**src/hdl/cmd_sleep_pkg.sv**
```systemverilog
// constants for the command mode and sleep sequencer
// assumes a 50 MHz clock
package cmd_sleep_pkg;
    localparam int clk_hz = 50000000;
    localparam int tick_ms = 1;
    localparam int cycles_per_ms = clk_hz / 1000 * tick_ms;
    // register byte offsets
    localparam logic [7:0] off_ctrl = 8'h00;
    localparam logic [7:0] off_inact = 8'h04;
    localparam logic [7:0] off_guard = 8'h08;
    localparam logic [7:0] off_esc = 8'h0c;
    localparam logic [7:0] off_smode = 8'h10;
    localparam logic [7:0] off_pcount = 8'h14;
    localparam logic [7:0] off_plen = 8'h18;
    localparam logic [7:0] off_tbs = 8'h1c;
    localparam logic [7:0] off_sopt = 8'h20;
    localparam logic [7:0] off_status = 8'h24;
    localparam logic [7:0] off_addr_lo = 8'h28;
    localparam logic [7:0] off_addr_hi = 8'h2c;
    // reset values and legal limits
    localparam logic [15:0] inact_rst = 16'h0064;
    localparam logic [15:0] inact_min = 16'h0002;
    localparam logic [15:0] inact_max = 16'h028f;
    localparam logic [15:0] guard_rst = 16'h03e8;
    localparam logic [15:0] guard_min = 16'h0001;
    localparam logic [15:0] guard_max = 16'h0ce4;
    localparam logic [7:0] esc_rst = 8'h2b;
    localparam logic [2:0] smode_rst = 3'h0;
    localparam logic [15:0] pcount_rst = 16'h0001;
    localparam logic [15:0] plen_rst = 16'h0020;
    localparam logic [15:0] plen_min = 16'h0020;
    localparam logic [15:0] plen_max = 16'h0af0;
    localparam logic [15:0] tbs_rst = 16'h1388;
    localparam logic [15:0] tbs_max = 16'hfffe;
    localparam logic [7:0] sopt_rst = 8'h00;
    // sleep modes, options, counts, units and state encodings
    localparam logic [2:0] smode_off = 3'h0;
    localparam logic [2:0] smode_pin = 3'h1;
    localparam logic [2:0] smode_cyclic = 3'h4;
    localparam int sopt_wake_bit = 1;
    localparam int sopt_long_bit = 2;
    localparam int esc_count = 3;
    localparam int addr_bytes = 8;
    localparam int ms_per_inact = 100;
    localparam int ms_per_plen = 10;
    typedef enum logic [1:0] {
        cm_idle = 2'b00, cm_arm = 2'b01, cm_post = 2'b11, cm_cmd = 2'b10
    } cmd_state_t;
    typedef enum logic [1:0] {
        sl_awake = 2'b00, sl_sleep = 2'b01, sl_wake = 2'b11
    } sleep_state_t;
endpackage : cmd_sleep_pkg

```
**src/hdl/addr_prefix.sv**
```systemverilog
// source address prefixer for outgoing payloads
// assumes valid/ready byte streams, same clock
`timescale 1ns/1ps
module addr_prefix (
    // clock
    input wire logic clk,
    input wire logic reset,
    input wire logic ce,
    // own address
    input wire logic [63:0] src_addr,
    // payload in
    input wire logic [7:0] in_data,
    input wire logic in_valid,
    input wire logic in_first,
    output logic in_ready,
    // payload out
    output logic [7:0] out_data,
    output logic out_valid,
    input wire logic out_ready
);
    import cmd_sleep_pkg::*;
    logic [3:0] idx_r;
    logic busy_r;
    logic [7:0] addr_byte;
    // msb first, one byte per accepted beat
    assign addr_byte = src_addr[8'(63 - 8 * int'(idx_r)) -: 8];
    assign in_ready = ce && out_ready && !(in_valid && in_first && !busy_r
        && idx_r == 4'h0) && !busy_r;
    assign out_valid = ce && (busy_r || (in_valid && !(in_first &&
        idx_r == 4'h0)));
    assign out_data = busy_r ? addr_byte : in_data;
    // prefix eight address bytes before the first payload byte
    always_ff @(posedge clk) begin
        if (reset) begin
            idx_r <= 4'h0;
            busy_r <= 1'b0;
        end else if (ce) begin
            if (!busy_r && in_valid && in_first && idx_r == 4'h0) begin
                busy_r <= 1'b1;
            end else if (busy_r && out_ready) begin
                if (idx_r == 4'(addr_bytes - 1)) begin
                    busy_r <= 1'b0;
                    idx_r <= 4'hf;
                end else begin
                    idx_r <= idx_r + 4'h1;
                end
            end else if (idx_r == 4'hf && in_valid && out_ready) begin
                idx_r <= 4'h0; // first payload byte passed
            end
        end
    end
endmodule : addr_prefix

```
**src/hdl/cmd_sleep_ctrl.sv**
```systemverilog
// command mode and sleep sequencer, axi4-lite registers
// assumes serial rx byte strobes on clk; pins are asynchronous
// Behaviour
// - leave command mode after inactivity period in 100 ms units
// - exit command leaves command mode at once
// - escape needs guard silence before and after the characters
// - escape character is programmable, default plus sign
// - full guard, escape, guard sequence enters command mode
// - sleep mode 0 off, 1 pin sleep, 4 cyclic sleep
// - mode 0 is router; change from 0 to nonzero forces leave and rejoin end device
// - withhold wake indication for count periods when no radio data
// - sleep for period length in 10 ms units
// - parent holds buffered child message for its own period length
// - time-before-sleep timer restarts on serial or radio data
// - option 0x02 stays awake full timer, 0x04 sleeps count times period
// - prefix eight bytes of own 64-bit address to every payload
//
// Chosen here: the AXI4-Lite slave port and the register addresses.
`timescale 1ns/1ps
module cmd_sleep_ctrl (
    // clock and reset
    input wire logic clk,
    input wire logic reset,
    input wire logic ce,
    // axi4-lite slave
    input wire logic [7:0] s_axi_awaddr,
    input wire logic s_axi_awvalid,
    output logic s_axi_awready,
    input wire logic [31:0] s_axi_wdata,
    input wire logic [3:0] s_axi_wstrb,
    input wire logic s_axi_wvalid,
    output logic s_axi_wready,
    output logic [1:0] s_axi_bresp,
    output logic s_axi_bvalid,
    input wire logic s_axi_bready,
    input wire logic [7:0] s_axi_araddr,
    input wire logic s_axi_arvalid,
    output logic s_axi_arready,
    output logic [31:0] s_axi_rdata,
    output logic [1:0] s_axi_rresp,
    output logic s_axi_rvalid,
    input wire logic s_axi_rready,
    // serial side events
    input wire logic [7:0] rx_byte,
    input wire logic rx_strobe,
    input wire logic cmd_valid,
    input wire logic cmd_exit,
    output logic cmd_mode,
    // radio side
    input wire logic radio_rx,
    input wire logic radio_pending,
    output logic rejoin_end_device,
    output logic end_device,
    output logic [15:0] parent_hold_time,
    // sleep pins
    input wire logic sleep_req_pin,
    output logic low_power,
    output logic wake_ind,
    // payload prefixing
    input wire logic [7:0] tx_data,
    input wire logic tx_valid,
    input wire logic tx_first,
    output logic tx_ready,
    output logic [7:0] rf_data,
    output logic rf_valid,
    input wire logic rf_ready
);
    import cmd_sleep_pkg::*;

    // clamp into the legal range
    function automatic logic [15:0] clamp16(input logic [15:0] v,
        input logic [15:0] lo, input logic [15:0] hi);
        clamp16 = (v < lo) ? lo : ((v > hi) ? hi : v);
    endfunction : clamp16

    logic [15:0] inact_r, guard_r, pcount_r, plen_r, tbs_r;
    logic [7:0] esc_r, sopt_r;
    logic [2:0] smode_r;
    logic [63:0] addr_r;
    cmd_state_t cst_r, cst_nxt;
    sleep_state_t sst_r, sst_nxt;
    logic [15:0] ms_div_r;
    logic [15:0] silence_r, inact_ms_r, tbs_cnt_r, slp_ms_r, per_cnt_r;
    logic [6:0] inact_sub_r;
    logic [1:0] esc_n_r;
    logic rejoin_r, wake_r;
    logic [2:0] pin_sync_r;
    logic pin_lvl_r;
    logic ms_tick, guard_ok, is_esc, inact_done, tbs_done, period_done;
    logic sleep_allowed, wake_ok;

    // pin synchroniser, stages two and three must agree
    always_ff @(posedge clk) begin
        if (reset) begin
            pin_sync_r <= 3'h0;
            pin_lvl_r <= 1'b0;
        end else if (ce) begin
            pin_sync_r <= {pin_sync_r[1:0], sleep_req_pin};
            if (pin_sync_r[2] == pin_sync_r[1]) begin
                pin_lvl_r <= pin_sync_r[2];
            end
        end
    end

    // millisecond tick
    assign ms_tick = (ms_div_r == 16'(cycles_per_ms - 1));
    always_ff @(posedge clk) begin
        if (reset) begin
            ms_div_r <= 16'h0;
        end else if (ce) begin
            ms_div_r <= ms_tick ? 16'h0 : ms_div_r + 16'h1;
        end
    end

    // escape sequence decoding
    assign is_esc = rx_strobe && (rx_byte == esc_r);
    assign guard_ok = (silence_r >= guard_r);
    always_comb begin
        cst_nxt = cst_r;
        case (cst_r)
            cm_idle: if (rx_strobe && is_esc && guard_ok) cst_nxt = cm_arm;
            cm_arm: begin
                if (rx_strobe && !is_esc) begin
                    cst_nxt = cm_idle;
                end else if (is_esc && esc_n_r == 2'(esc_count - 1)) begin
                    cst_nxt = cm_post;
                end
            end
            cm_post: begin
                if (rx_strobe) begin
                    cst_nxt = cm_idle;
                end else if (guard_ok) begin
                    cst_nxt = cm_cmd;
                end
            end
            cm_cmd: begin
                if (cmd_exit) begin
                    cst_nxt = cm_idle;
                end else if (inact_done) begin
                    cst_nxt = cm_idle;
                end
            end
            default: cst_nxt = cm_idle;
        endcase
    end
    always_ff @(posedge clk) begin
        if (reset) begin
            cst_r <= cm_idle;
            esc_n_r <= 2'h0;
        end else if (ce) begin
            cst_r <= cst_nxt;
            if (cst_nxt == cm_arm && cst_r == cm_idle) begin
                esc_n_r <= 2'h1;
            end else if (is_esc) begin
                esc_n_r <= esc_n_r + 2'h1;
            end
        end
    end
    assign cmd_mode = (cst_r == cm_cmd);

    // silence counter, saturating
    always_ff @(posedge clk) begin
        if (reset) begin
            silence_r <= 16'h0;
        end else if (ce) begin
            if (rx_strobe) begin
                silence_r <= 16'h0;
            end else if (ms_tick && silence_r != 16'hffff) begin
                silence_r <= silence_r + 16'h1;
            end
        end
    end

    // inactivity timer in 100 ms units
    assign inact_done = (inact_ms_r >= inact_r);
    always_ff @(posedge clk) begin
        if (reset || ce && (cst_r != cm_cmd || cmd_valid)) begin
            inact_ms_r <= 16'h0;
            inact_sub_r <= 7'h0;
        end else if (ce && ms_tick) begin
            if (inact_sub_r == 7'(ms_per_inact - 1)) begin
                inact_sub_r <= 7'h0;
                inact_ms_r <= inact_ms_r + 16'h1;
            end else begin
                inact_sub_r <= inact_sub_r + 7'h1;
            end
        end
    end

    // time-before-sleep timer
    assign tbs_done = (tbs_cnt_r >= tbs_r);
    always_ff @(posedge clk) begin
        if (reset) begin
            tbs_cnt_r <= 16'h0;
        end else if (ce) begin
            if (rx_strobe || radio_rx || sst_r != sl_awake) begin
                tbs_cnt_r <= 16'h0;
            end else if (ms_tick && !tbs_done) begin
                tbs_cnt_r <= tbs_cnt_r + 16'h1;
            end
        end
    end

    // sleep sequencing; only an end device may sleep
    assign end_device = (smode_r != smode_off);
    assign sleep_allowed = end_device && !cmd_mode && ((smode_r == smode_pin
        && pin_lvl_r) || (smode_r == smode_cyclic && tbs_done));
    assign period_done = (slp_ms_r >= 16'(plen_r * 16'(ms_per_plen)));
    // wake withheld for count periods unless data waits
    assign wake_ok = radio_pending || (per_cnt_r + 16'h1 >= pcount_r);
    always_comb begin
        sst_nxt = sst_r;
        case (sst_r)
            sl_awake: if (sleep_allowed) sst_nxt = sl_sleep;
            sl_sleep: begin
                if (smode_r == smode_pin) begin
                    if (!pin_lvl_r) sst_nxt = sl_wake;
                end else if (!end_device) begin
                    sst_nxt = sl_wake;
                end else if (period_done) begin
                    // full count times period when long option set
                    if (!sopt_r[sopt_long_bit] || wake_ok) sst_nxt = sl_wake;
                end
            end
            sl_wake: sst_nxt = sl_awake;
            default: sst_nxt = sl_awake;
        endcase
    end
    always_ff @(posedge clk) begin
        if (reset) begin
            sst_r <= sl_awake;
            slp_ms_r <= 16'h0;
            per_cnt_r <= 16'h0;
            wake_r <= 1'b1;
        end else if (ce) begin
            sst_r <= sst_nxt;
            if (sst_r != sl_sleep || period_done) begin
                slp_ms_r <= 16'h0;
            end else if (ms_tick) begin
                slp_ms_r <= slp_ms_r + 16'h1;
            end
            if (sst_nxt == sl_wake) begin
                wake_r <= wake_ok || !sopt_r[sopt_long_bit] && wake_ok;
                per_cnt_r <= wake_ok ? 16'h0 : per_cnt_r + 16'h1;
            end else if (sst_r == sl_sleep && period_done && !wake_ok) begin
                per_cnt_r <= per_cnt_r + 16'h1;
            end else if (sst_nxt == sl_sleep) begin
                wake_r <= 1'b0;
            end else if (sst_r == sl_awake && sopt_r[sopt_wake_bit]) begin
                wake_r <= 1'b1;
            end
        end
    end
    assign low_power = (sst_r == sl_sleep);
    assign wake_ind = wake_r;
    assign parent_hold_time = plen_r;

    // axi4-lite write path, aw and w in either order
    logic aw_hold_r, w_hold_r, bvalid_r, rvalid_r;
    logic [7:0] awaddr_r;
    logic [31:0] wdata_r, rdata_r;
    logic [1:0] bresp_r, rresp_r;
    logic wr_go, wr_hit, rd_hit;
    logic [31:0] rd_val;
    assign s_axi_awready = ce && !aw_hold_r && !bvalid_r;
    assign s_axi_wready = ce && !w_hold_r && !bvalid_r;
    assign wr_go = aw_hold_r && w_hold_r && !bvalid_r;
    assign wr_hit = awaddr_r <= off_addr_hi && awaddr_r[1:0] == 2'b00
        && awaddr_r != off_status;
    assign s_axi_bvalid = bvalid_r;
    assign s_axi_bresp = bresp_r;
    always_ff @(posedge clk) begin
        if (reset) begin
            aw_hold_r <= 1'b0;
            w_hold_r <= 1'b0;
            bvalid_r <= 1'b0;
            bresp_r <= 2'b00;
            awaddr_r <= 8'h0;
            wdata_r <= 32'h0;
        end else if (ce) begin
            if (s_axi_awvalid && s_axi_awready) begin
                aw_hold_r <= 1'b1;
                awaddr_r <= s_axi_awaddr;
            end
            if (s_axi_wvalid && s_axi_wready) begin
                w_hold_r <= 1'b1;
                wdata_r <= s_axi_wdata;
            end
            if (wr_go) begin
                aw_hold_r <= 1'b0;
                w_hold_r <= 1'b0;
                bvalid_r <= 1'b1;
                bresp_r <= wr_hit ? 2'b00 : 2'b10;
            end else if (bvalid_r && s_axi_bready) begin
                bvalid_r <= 1'b0;
            end
        end
    end

    // register updates; 16-bit writes clamp to legal ranges, illegal sleep modes are ignored
    always_ff @(posedge clk) begin
        if (reset) begin
            inact_r <= inact_rst;
            guard_r <= guard_rst;
            esc_r <= esc_rst;
            smode_r <= smode_rst;
            pcount_r <= pcount_rst;
            plen_r <= plen_rst;
            tbs_r <= tbs_rst;
            sopt_r <= sopt_rst;
            addr_r <= 64'h0;
            rejoin_r <= 1'b0;
        end else if (ce) begin
            rejoin_r <= 1'b0;
            if (wr_go && wr_hit) begin
                case (awaddr_r)
                    off_inact: inact_r <= clamp16(wdata_r[15:0], inact_min,
                        inact_max);
                    off_guard: guard_r <= clamp16(wdata_r[15:0], guard_min,
                        guard_max);
                    off_esc: esc_r <= wdata_r[7:0];
                    off_smode: begin
                        if (wdata_r[2:0] == smode_off ||
                            wdata_r[2:0] == smode_pin ||
                            wdata_r[2:0] == smode_cyclic) begin
                            smode_r <= wdata_r[2:0];
                            rejoin_r <= (smode_r == smode_off) &&
                                (wdata_r[2:0] != smode_off);
                        end
                    end
                    off_pcount: pcount_r <= clamp16(wdata_r[15:0], 16'h1,
                        16'hffff);
                    off_plen: plen_r <= clamp16(wdata_r[15:0], plen_min,
                        plen_max);
                    off_tbs: tbs_r <= clamp16(wdata_r[15:0], 16'h1,
                        tbs_max);
                    off_sopt: sopt_r <= wdata_r[7:0];
                    off_addr_lo: addr_r[31:0] <= wdata_r;
                    off_addr_hi: addr_r[63:32] <= wdata_r;
                    default: ;
                endcase
            end
        end
    end
    assign rejoin_end_device = rejoin_r;

    // read path
    assign rd_hit = s_axi_araddr <= off_addr_hi && s_axi_araddr[1:0] == 2'b00;
    always_comb begin
        case (s_axi_araddr)
            off_ctrl: rd_val = 32'h0;
            off_inact: rd_val = {16'h0, inact_r};
            off_guard: rd_val = {16'h0, guard_r};
            off_esc: rd_val = {24'h0, esc_r};
            off_smode: rd_val = {29'h0, smode_r};
            off_pcount: rd_val = {16'h0, pcount_r};
            off_plen: rd_val = {16'h0, plen_r};
            off_tbs: rd_val = {16'h0, tbs_r};
            off_sopt: rd_val = {24'h0, sopt_r};
            off_status: rd_val = {26'h0, cst_r, sst_r, end_device, wake_r};
            off_addr_lo: rd_val = addr_r[31:0];
            off_addr_hi: rd_val = addr_r[63:32];
            default: rd_val = 32'h0;
        endcase
    end
    assign s_axi_arready = ce && !rvalid_r;
    assign s_axi_rvalid = rvalid_r;
    assign s_axi_rdata = rdata_r;
    assign s_axi_rresp = rresp_r;
    always_ff @(posedge clk) begin
        if (reset) begin
            rvalid_r <= 1'b0;
            rdata_r <= 32'h0;
            rresp_r <= 2'b00;
        end else if (ce) begin
            if (s_axi_arvalid && s_axi_arready) begin
                rvalid_r <= 1'b1;
                rdata_r <= rd_hit ? rd_val : 32'h0;
                rresp_r <= rd_hit ? 2'b00 : 2'b10;
            end else if (rvalid_r && s_axi_rready) begin
                rvalid_r <= 1'b0;
            end
        end
    end

    // own address first on each payload
    addr_prefix u_prefix (
        .clk(clk),
        .reset(reset),
        .ce(ce),
        .src_addr(addr_r),
        .in_data(tx_data),
        .in_valid(tx_valid),
        .in_first(tx_first),
        .in_ready(tx_ready),
        .out_data(rf_data),
        .out_valid(rf_valid),
        .out_ready(rf_ready)
    );
endmodule : cmd_sleep_ctrl

```
**config.mk**
```make
export PLATFORM = sky130hd
export DESIGN_NAME = cmd_sleep_ctrl
export DESIGN_NICKNAME = d
export VERILOG_FILES = /design/src/hdl/cmd_sleep_pkg.sv /design/src/hdl/addr_prefix.sv /design/src/hdl/cmd_sleep_ctrl.sv
export SDC_FILE = /design/constraint.sdc
export NUM_CORES = 1
export LEC_CHECK = 0
export BUFFER_PORTS_ARGS = -buffer_cell sky130_fd_sc_hd__clkbuf_2
export CAP_MARGIN = 0
export CORE_MARGIN = 2
export CORE_UTILIZATION = 45
export DETAILED_ROUTE_END_ITERATION = 12
export SETUP_SLACK_MARGIN = 0.02
export SYNTH_ARGS = -nofsm -noshare
export SYNTH_HDL_FRONTEND = slang
export SYNTH_SLANG_ARGS = --single-unit
```
**constraint.sdc**
```tcl
create_clock -name clk -period 7.5 [get_ports clk]
set_input_delay 1.125 -clock clk [delete_from_list [all_inputs] [get_ports clk]]
set_output_delay 1.125 -clock clk [all_outputs]
set_load 0.005 [all_outputs]
```
**After elaboration in Yosys (flattened, before gate mapping)**

Cells that the tools add are included.

- Reduce and logical (&&, ||, !) cells: 125
- Muxes and demuxes: 64
- $mul: 1
- Bitwise gates (word level): 1
- $add $sub $neg: 10
- Magnitude comparators: 15
- Eq/ne operators: 44
- Shifts and indexed selects: 1

Operators by type and width:

| kind | count |
|---|---|
| $pmux W32 S11 | 1 |
| $mux W16 | 20 |
| $add A16 B1 Y16 const B | 6 |
| $ge A16 B16 Y1 | 5 |
| $shiftx A71 B8 Y8 | 1 |
| $eq A8 B5 Y1 const B | 8 |
| $eq A8 B6 Y1 const B | 7 |
| $logic_and A1 B1 Y1 | 50 |
| $reduce_and A3 Y1 | 12 |
| $mux W2 | 17 |
| $eq A8 B4 Y1 const B | 4 |
| $gt A16 B12 Y1 const B | 2 |
| $gt A16 B16 Y1 const B | 2 |
| $mux W32 | 1 |
| $reduce_and A2 Y1 | 15 |
| $reduce_bool A2 Y1 | 13 |
| $mux W1 | 18 |
| $eq A16 B16 Y1 const B | 1 |
| $eq A8 B3 Y1 const B | 2 |
| $gt A16 B10 Y1 const B | 1 |
| $le A8 B6 Y1 const B | 2 |
| $lt A16 B1 Y1 const B | 1 |
| $lt A16 B2 Y1 const B | 1 |
| $lt A16 B6 Y1 const B | 1 |
| other kinds (31) | 70 |

- Output and inout port bits: 72
- Bits in registers: 363
- Word-level logic and storage cells: 296
- Input port bits: 85

**Logic depth before layout (Yosys ltp)**

- Depth after elaboration: 13
- Depth in mapped cells: 19
- Mapped depth without buffers: 17

**Modules after synthesis**

A second synthesis with hierarchy kept.

- Cell total of the unflattened synthesis: 2280
- Area total of the unflattened synthesis: 18515.3 um2

By module, submodules not included:

| module | times used | area an instance (um2) | cells an instance |
|---|---|---|---|
| cmd_sleep_ctrl | 1 | 17576.9 | 2174 |
| addr_prefix | 1 | 938.4 | 106 |

**Worst setup path before layout**

OpenSTA, ideal clock, no wires.

- Kind: register to register
- Start point: reg plen_r[3], in the netlist parent_hold_time[3]
- End point: reg per_cnt_r[10]
- Slack: 3.070 ns
- Library setup time: 0.122 ns
- Cell stages (with the launch flop): 18
- Arrival time: 4.308 ns
- Data required time: 7.378 ns
- Period minus slack after synthesis: 4.430 ns
- Path through: dfxtp_1 > ha_1 > ha_1 > fa_1 > a21o_1 > a21oi_1 > o21bai_1 > a21oi_1 > o21ai_0 > o311a_1 > ha_1 > a211o_1 > a2111oi_4 > a31oi_4 > o2111a_1 > and2_4 > buf_6 > a221o_1

- Word-level cells in the longest chain between the ends: 9
- Elaborated cells between the ends (all ways): 12
- Classes of those cells: 1 x mul; 1 x order compare; 1 x eq/ne; 5 x mux; 4 x reduce/logical

RTL lines:

| element | RTL line | text |
|---|---|---|
| from (decl) | cmd_sleep_ctrl.sv:76 | `logic [15:0] inact_r, guard_r, pcount_r, plen_r, tbs_r;` |
| from (signal assigned) | cmd_sleep_ctrl.sv:308 | `plen_r <= plen_rst;` |
| from (signal assigned) | cmd_sleep_ctrl.sv:333 | `off_plen: plen_r <= clamp16(wdata_r[15:0], plen_min,` |
| $mul A16 B3 Y15 * | cmd_sleep_ctrl.sv:208 | `assign period_done = (slp_ms_r >= 16'(plen_r * 16'(ms_per_plen)));` |
| $ge A16 B16 Y1 * | cmd_sleep_ctrl.sv:208 |  |
| $mux W2 | cmd_sleep_ctrl.sv:220 | `end else if (period_done) begin` |
| $mux W2 | cmd_sleep_ctrl.sv:218 | `end else if (!end_device) begin` |
| $mux W2 | cmd_sleep_ctrl.sv:216 | `if (smode_r == smode_pin) begin` |
| $pmux W2 S2 | cmd_sleep_ctrl.sv:213 | `case (sst_r)` |
| $eq A2 B2 Y1 | cmd_sleep_ctrl.sv:242 | `if (sst_nxt == sl_wake) begin` |
| $reduce_bool A2 Y1 (no line) | -- |  |
| $reduce_and A2 Y1 (no line) | -- |  |
| to (signal assigned) | cmd_sleep_ctrl.sv:244 | `per_cnt_r <= wake_ok ? 16'h0 : per_cnt_r + 16'h1;` |
| to (signal assigned) | cmd_sleep_ctrl.sv:246 | `per_cnt_r <= per_cnt_r + 16'h1;` |
| to (decl) | cmd_sleep_ctrl.sv:83 | `logic [15:0] silence_r, inact_ms_r, tbs_cnt_r, slp_ms_r, per_cnt_r;` |

Every way passes the cells marked *; elsewhere a longest branch is shown, timed or not.
A chain may end at the register's enable or synchronous reset.

**Worst setup path in the final report**

- Start point: reg plen_r[1], in the netlist parent_hold_time[1]
- End point: reg slp_ms_r[12]

- Word-level cells in the longest chain between the ends: 5
- Elaborated cells between the ends (all ways): 6
- Classes of those cells: 1 x mul; 1 x order compare; 1 x mux; 3 x reduce/logical

RTL lines:

| element | RTL line | text |
|---|---|---|
| $mul A16 B3 Y15 * | cmd_sleep_ctrl.sv:208 |  |
| $ge A16 B16 Y1 * | cmd_sleep_ctrl.sv:208 |  |
| $logic_or A1 B1 Y1 * | cmd_sleep_ctrl.sv:237 | `if (sst_r != sl_sleep \|\| period_done) begin` |
| $reduce_bool A2 Y1 (no line) | -- |  |
| $reduce_and A2 Y1 (no line) | -- |  |
| to (signal assigned) | cmd_sleep_ctrl.sv:240 | `slp_ms_r <= slp_ms_r + 16'h1;` |
| to (decl) | cmd_sleep_ctrl.sv:83 |  |

Marked as above.

==> results.ini <==
[detailed_routing]
vias_per_cell = 5.85
drtAntennaViolNets = 0
vias = 17200
drcViolationCount = 0
drt_iter0_drc = 1853
wire_per_inst_um = 20.6
routed_wirelength_mm = 60.5
first_pass_iters = 6

[clock_tree]
post_cts_buffers = 0
clock_path_buffers = 3
clock-sinks = 361
numCtsBuffers = 40
clk_latency_ns = 0.57
cts_tree = yes
post_cts_resized = 0
clk_pin_slew_ns = 0.06
cts-root-buf = clkbuf_16
htree_levels = 2
cts_hold_buf = 0

[floorplan]
num_rows = 74
ios = 157
die-area_sq_mm = 0.0429
initial_core_util = 0.455
die_width_um = 207
die_h_um = 207
core_area_sq_mm = 0.0407

[critical_path]
crit_end = slp_ms_r[12]
rr_endpoint = slp_ms_r[12]
r2r_slack_ns = 2.13
critPathLaunchType = flip-flop
crit_fanout = 20
required_ns = 7.96
r2r-start = parent_hold_time[1]
worst-setup-path-type = reg -> reg
crit_arrival_ns = 5.83
cp-startpoint = parent_hold_time[1]
r2r_cells = 16
crit_path_end_kind = flip-flop

[sta]
slew_viol_final = 0
tns_ns = 0
rsz0062_at_grt = no
holdWs_ns = 0.454
fmax_ghz = 0.186
tightest_slew_ns = 1.22
fin_crit_ns = 5.37
slew_headroom = 0.184
finalCritPeriodShare = 0.716
hold_viol_final = 0
skew_ns = 0.0218
setup_viol = 0

[power]
power_leakage_nw = 8.03
peakVddDrop_mv = 0.120
power_density_mw_per_mm2 = 200

[final_layout]
drive_above_1_share = 0.121
layout.nets = 2568
final_common_cell = nand2_1
layout_common_cells = nand2_1, dfxtp_1, a21oi_1, nor2_1, clkbuf_2
stdcell_area_sq_mm = 0.0210
area_delta_synth_final_pct = 13.3
antenna_cells = 0

[yosys]
synth_area_leader_cell = dfxtp_1
synth_mux_area_frac = 0.0347
synthTopCellsByArea = dfxtp_1, nand2_1, ha_1
yosysUniqueCellTypes = 88
synth_simple_gate_area_frac = 0.222
synth-xor-area-share = 0.0401
synthAdderAreaFrac = 0.0766
ys.flop_type = dfxtp_1
synth_top_area_share = 0.390
synth-compound-area-share = 0.189
ys_seq_elements = 361
synth-edff-count = 0
syn_area_sq_mm = 0.0185
syn_area_per_cell_sq_um = 8.13
postSynth.asyncResetShare = 0
synth_top_family_by_area = simple AND/OR/NAND/NOR gates
syn-instance-count = 2282
synth_warnings = 0
ys_seq_area_frac = 0.390

[place]
dp_hpwl_mm = 43.6
gp_congestion = 0.912
place_area_sq_mm = 0.0197
io_buffers = 150

[global_route]
track_usage = 0.275
grt_pass1_vias = 15900
antenna_found_initial = 0
grt_start_max_net_pins = 100
grt_first_pass_wirelength_mm = 93.5
grt-ovfl-total = 0

[outcome]
status = finished clean

[hold_path]
hp-class = reg -> reg

[job]
maxCapViolCount = 0

[synth_stat cells, drive strengths merged, types with 12 or more instances]
cell,n
nand4,34
a221o,12
inv,100
nor2b,14
ha,112
mux4,16
mux2i,26
or2,13
a22oi,57
and3,35
a22o,12
nor3,45
a21oi,251
o21ai,50
xnor2,30
nor2,230
nand2b,15
a21o,13
o211ai,17
nor4,12
or3,23
a31oi,12
clkbuf,107
xor2,55
dfxtp,361
o22ai,13
nand3,58
and2,12
a222oi,13
buf,20
nand2,395
[cell families (layout without fill, tap and decap cells)]
kind of cell	Yosys count	count (layout)
AO/OA/AOI/OAI	538	538
XOR/XNOR	85	85
adder cells (fa/ha/maj)	113	113
buffers and inverters	227	343
flip-flops	361	361
multiplexers	44	44
other	1	2
AND/OR/NAND/NOR	913	913
[sequential cells by signal, indices dropped and copies added, names as in the netlist, 3 cells and up]
signal            count
pcount_r             16
tbs_cnt_r            16
awaddr_r              8
smode_r               3
tbs_r                16
sopt_r                8
inact_sub_r           7
u_prefix.idx_r        4
addr_r               64
esc_r                 8
inact_ms_r           16
s_axi_rdata          32
pin_sync_r            3
inact_r              16
parent_hold_time     16
guard_r              16
silence_r            16
wdata_r              32
slp_ms_r             16
ms_div_r             16
per_cnt_r            16
[critical path: stages, from the launching register on]
cell	delay [ns]
dfxtp_1	0.45
ha_1	0.28
ha_1	0.23
fa_1	0.41
a21o_1	0.17
a21oi_1	0.26
o21bai_1	0.10
a21oi_1	0.21
o21ai_0	0.20
o311a_1	0.38
ha_1	0.29
a211o_1	0.31
a2111oi_4	0.36
a31oi_4	0.22
o21ai_1	0.99
o311ai_0	0.29
o41ai_1	0.11
[per-layer routing]
metal	vias to the layer above	track usage	share of wire	routed length, um
li1	8220	-	-	-
met1	8207	0.401	0.46	27900
met2	640	0.409	0.43	25900
met3	91	0.0537	0.083	5030
met4	0	0.0830	0.027	1620
met5	-	0	0	0
[layout make-up]
cell class | count | area [sq um]
clock buffers | 58 | 1190
clock inverters | 13 | 180
fillers | 3953 | 19700
inverters | 100 | 375
multi-input cells | 1695 | 10500
flip-flops and latches | 361 | 7230
well taps | 532 | 666
repair buffers | 172 | 925
[metrics by stage]
step	utilization	worst slack, ns	std cells	total power, mW
5_1_grt	0.516	1.70	2931	4.33
2_1_floorplan	-	3.07	2283	2.10
3_5_place_dp	0.482	2.16	2860	2.18
4_1_cts	0.516	2.13	2931	4.24
3_3_place_gp	0.482	2.30	2860	2.17
6_report	0.516	2.13	2931	4.21
[worst min path at each step]
stage / startpoint / depth (start not counted) / slack [ns] / to
final: esc_n_r[1] / 2 / 0.45 / esc_n_r[1]
after floorplan: esc_n_r[1] / 2 / 0.44 / esc_n_r[1]
after global placement: esc_n_r[1] / 2 / 0.44 / esc_n_r[1]
after detailed placement: s_axi_rdata[3] / 2 / 0.45 / s_axi_rdata[3]
after CTS: esc_n_r[1] / 2 / 0.46 / esc_n_r[1]
after global routing: esc_n_r[1] / 2 / 0.48 / esc_n_r[1]
[report_power, final]
| group | internal [mW] | switching, mW |
|---|---|---|
| clock network | 1.24 | 0.826 |
| registers | 1.93 | 0.0296 |
| logic | 0.0557 | 0.120 |
| total | 3.23 | 0.977 |
Power figures use the tool's default switching activity.
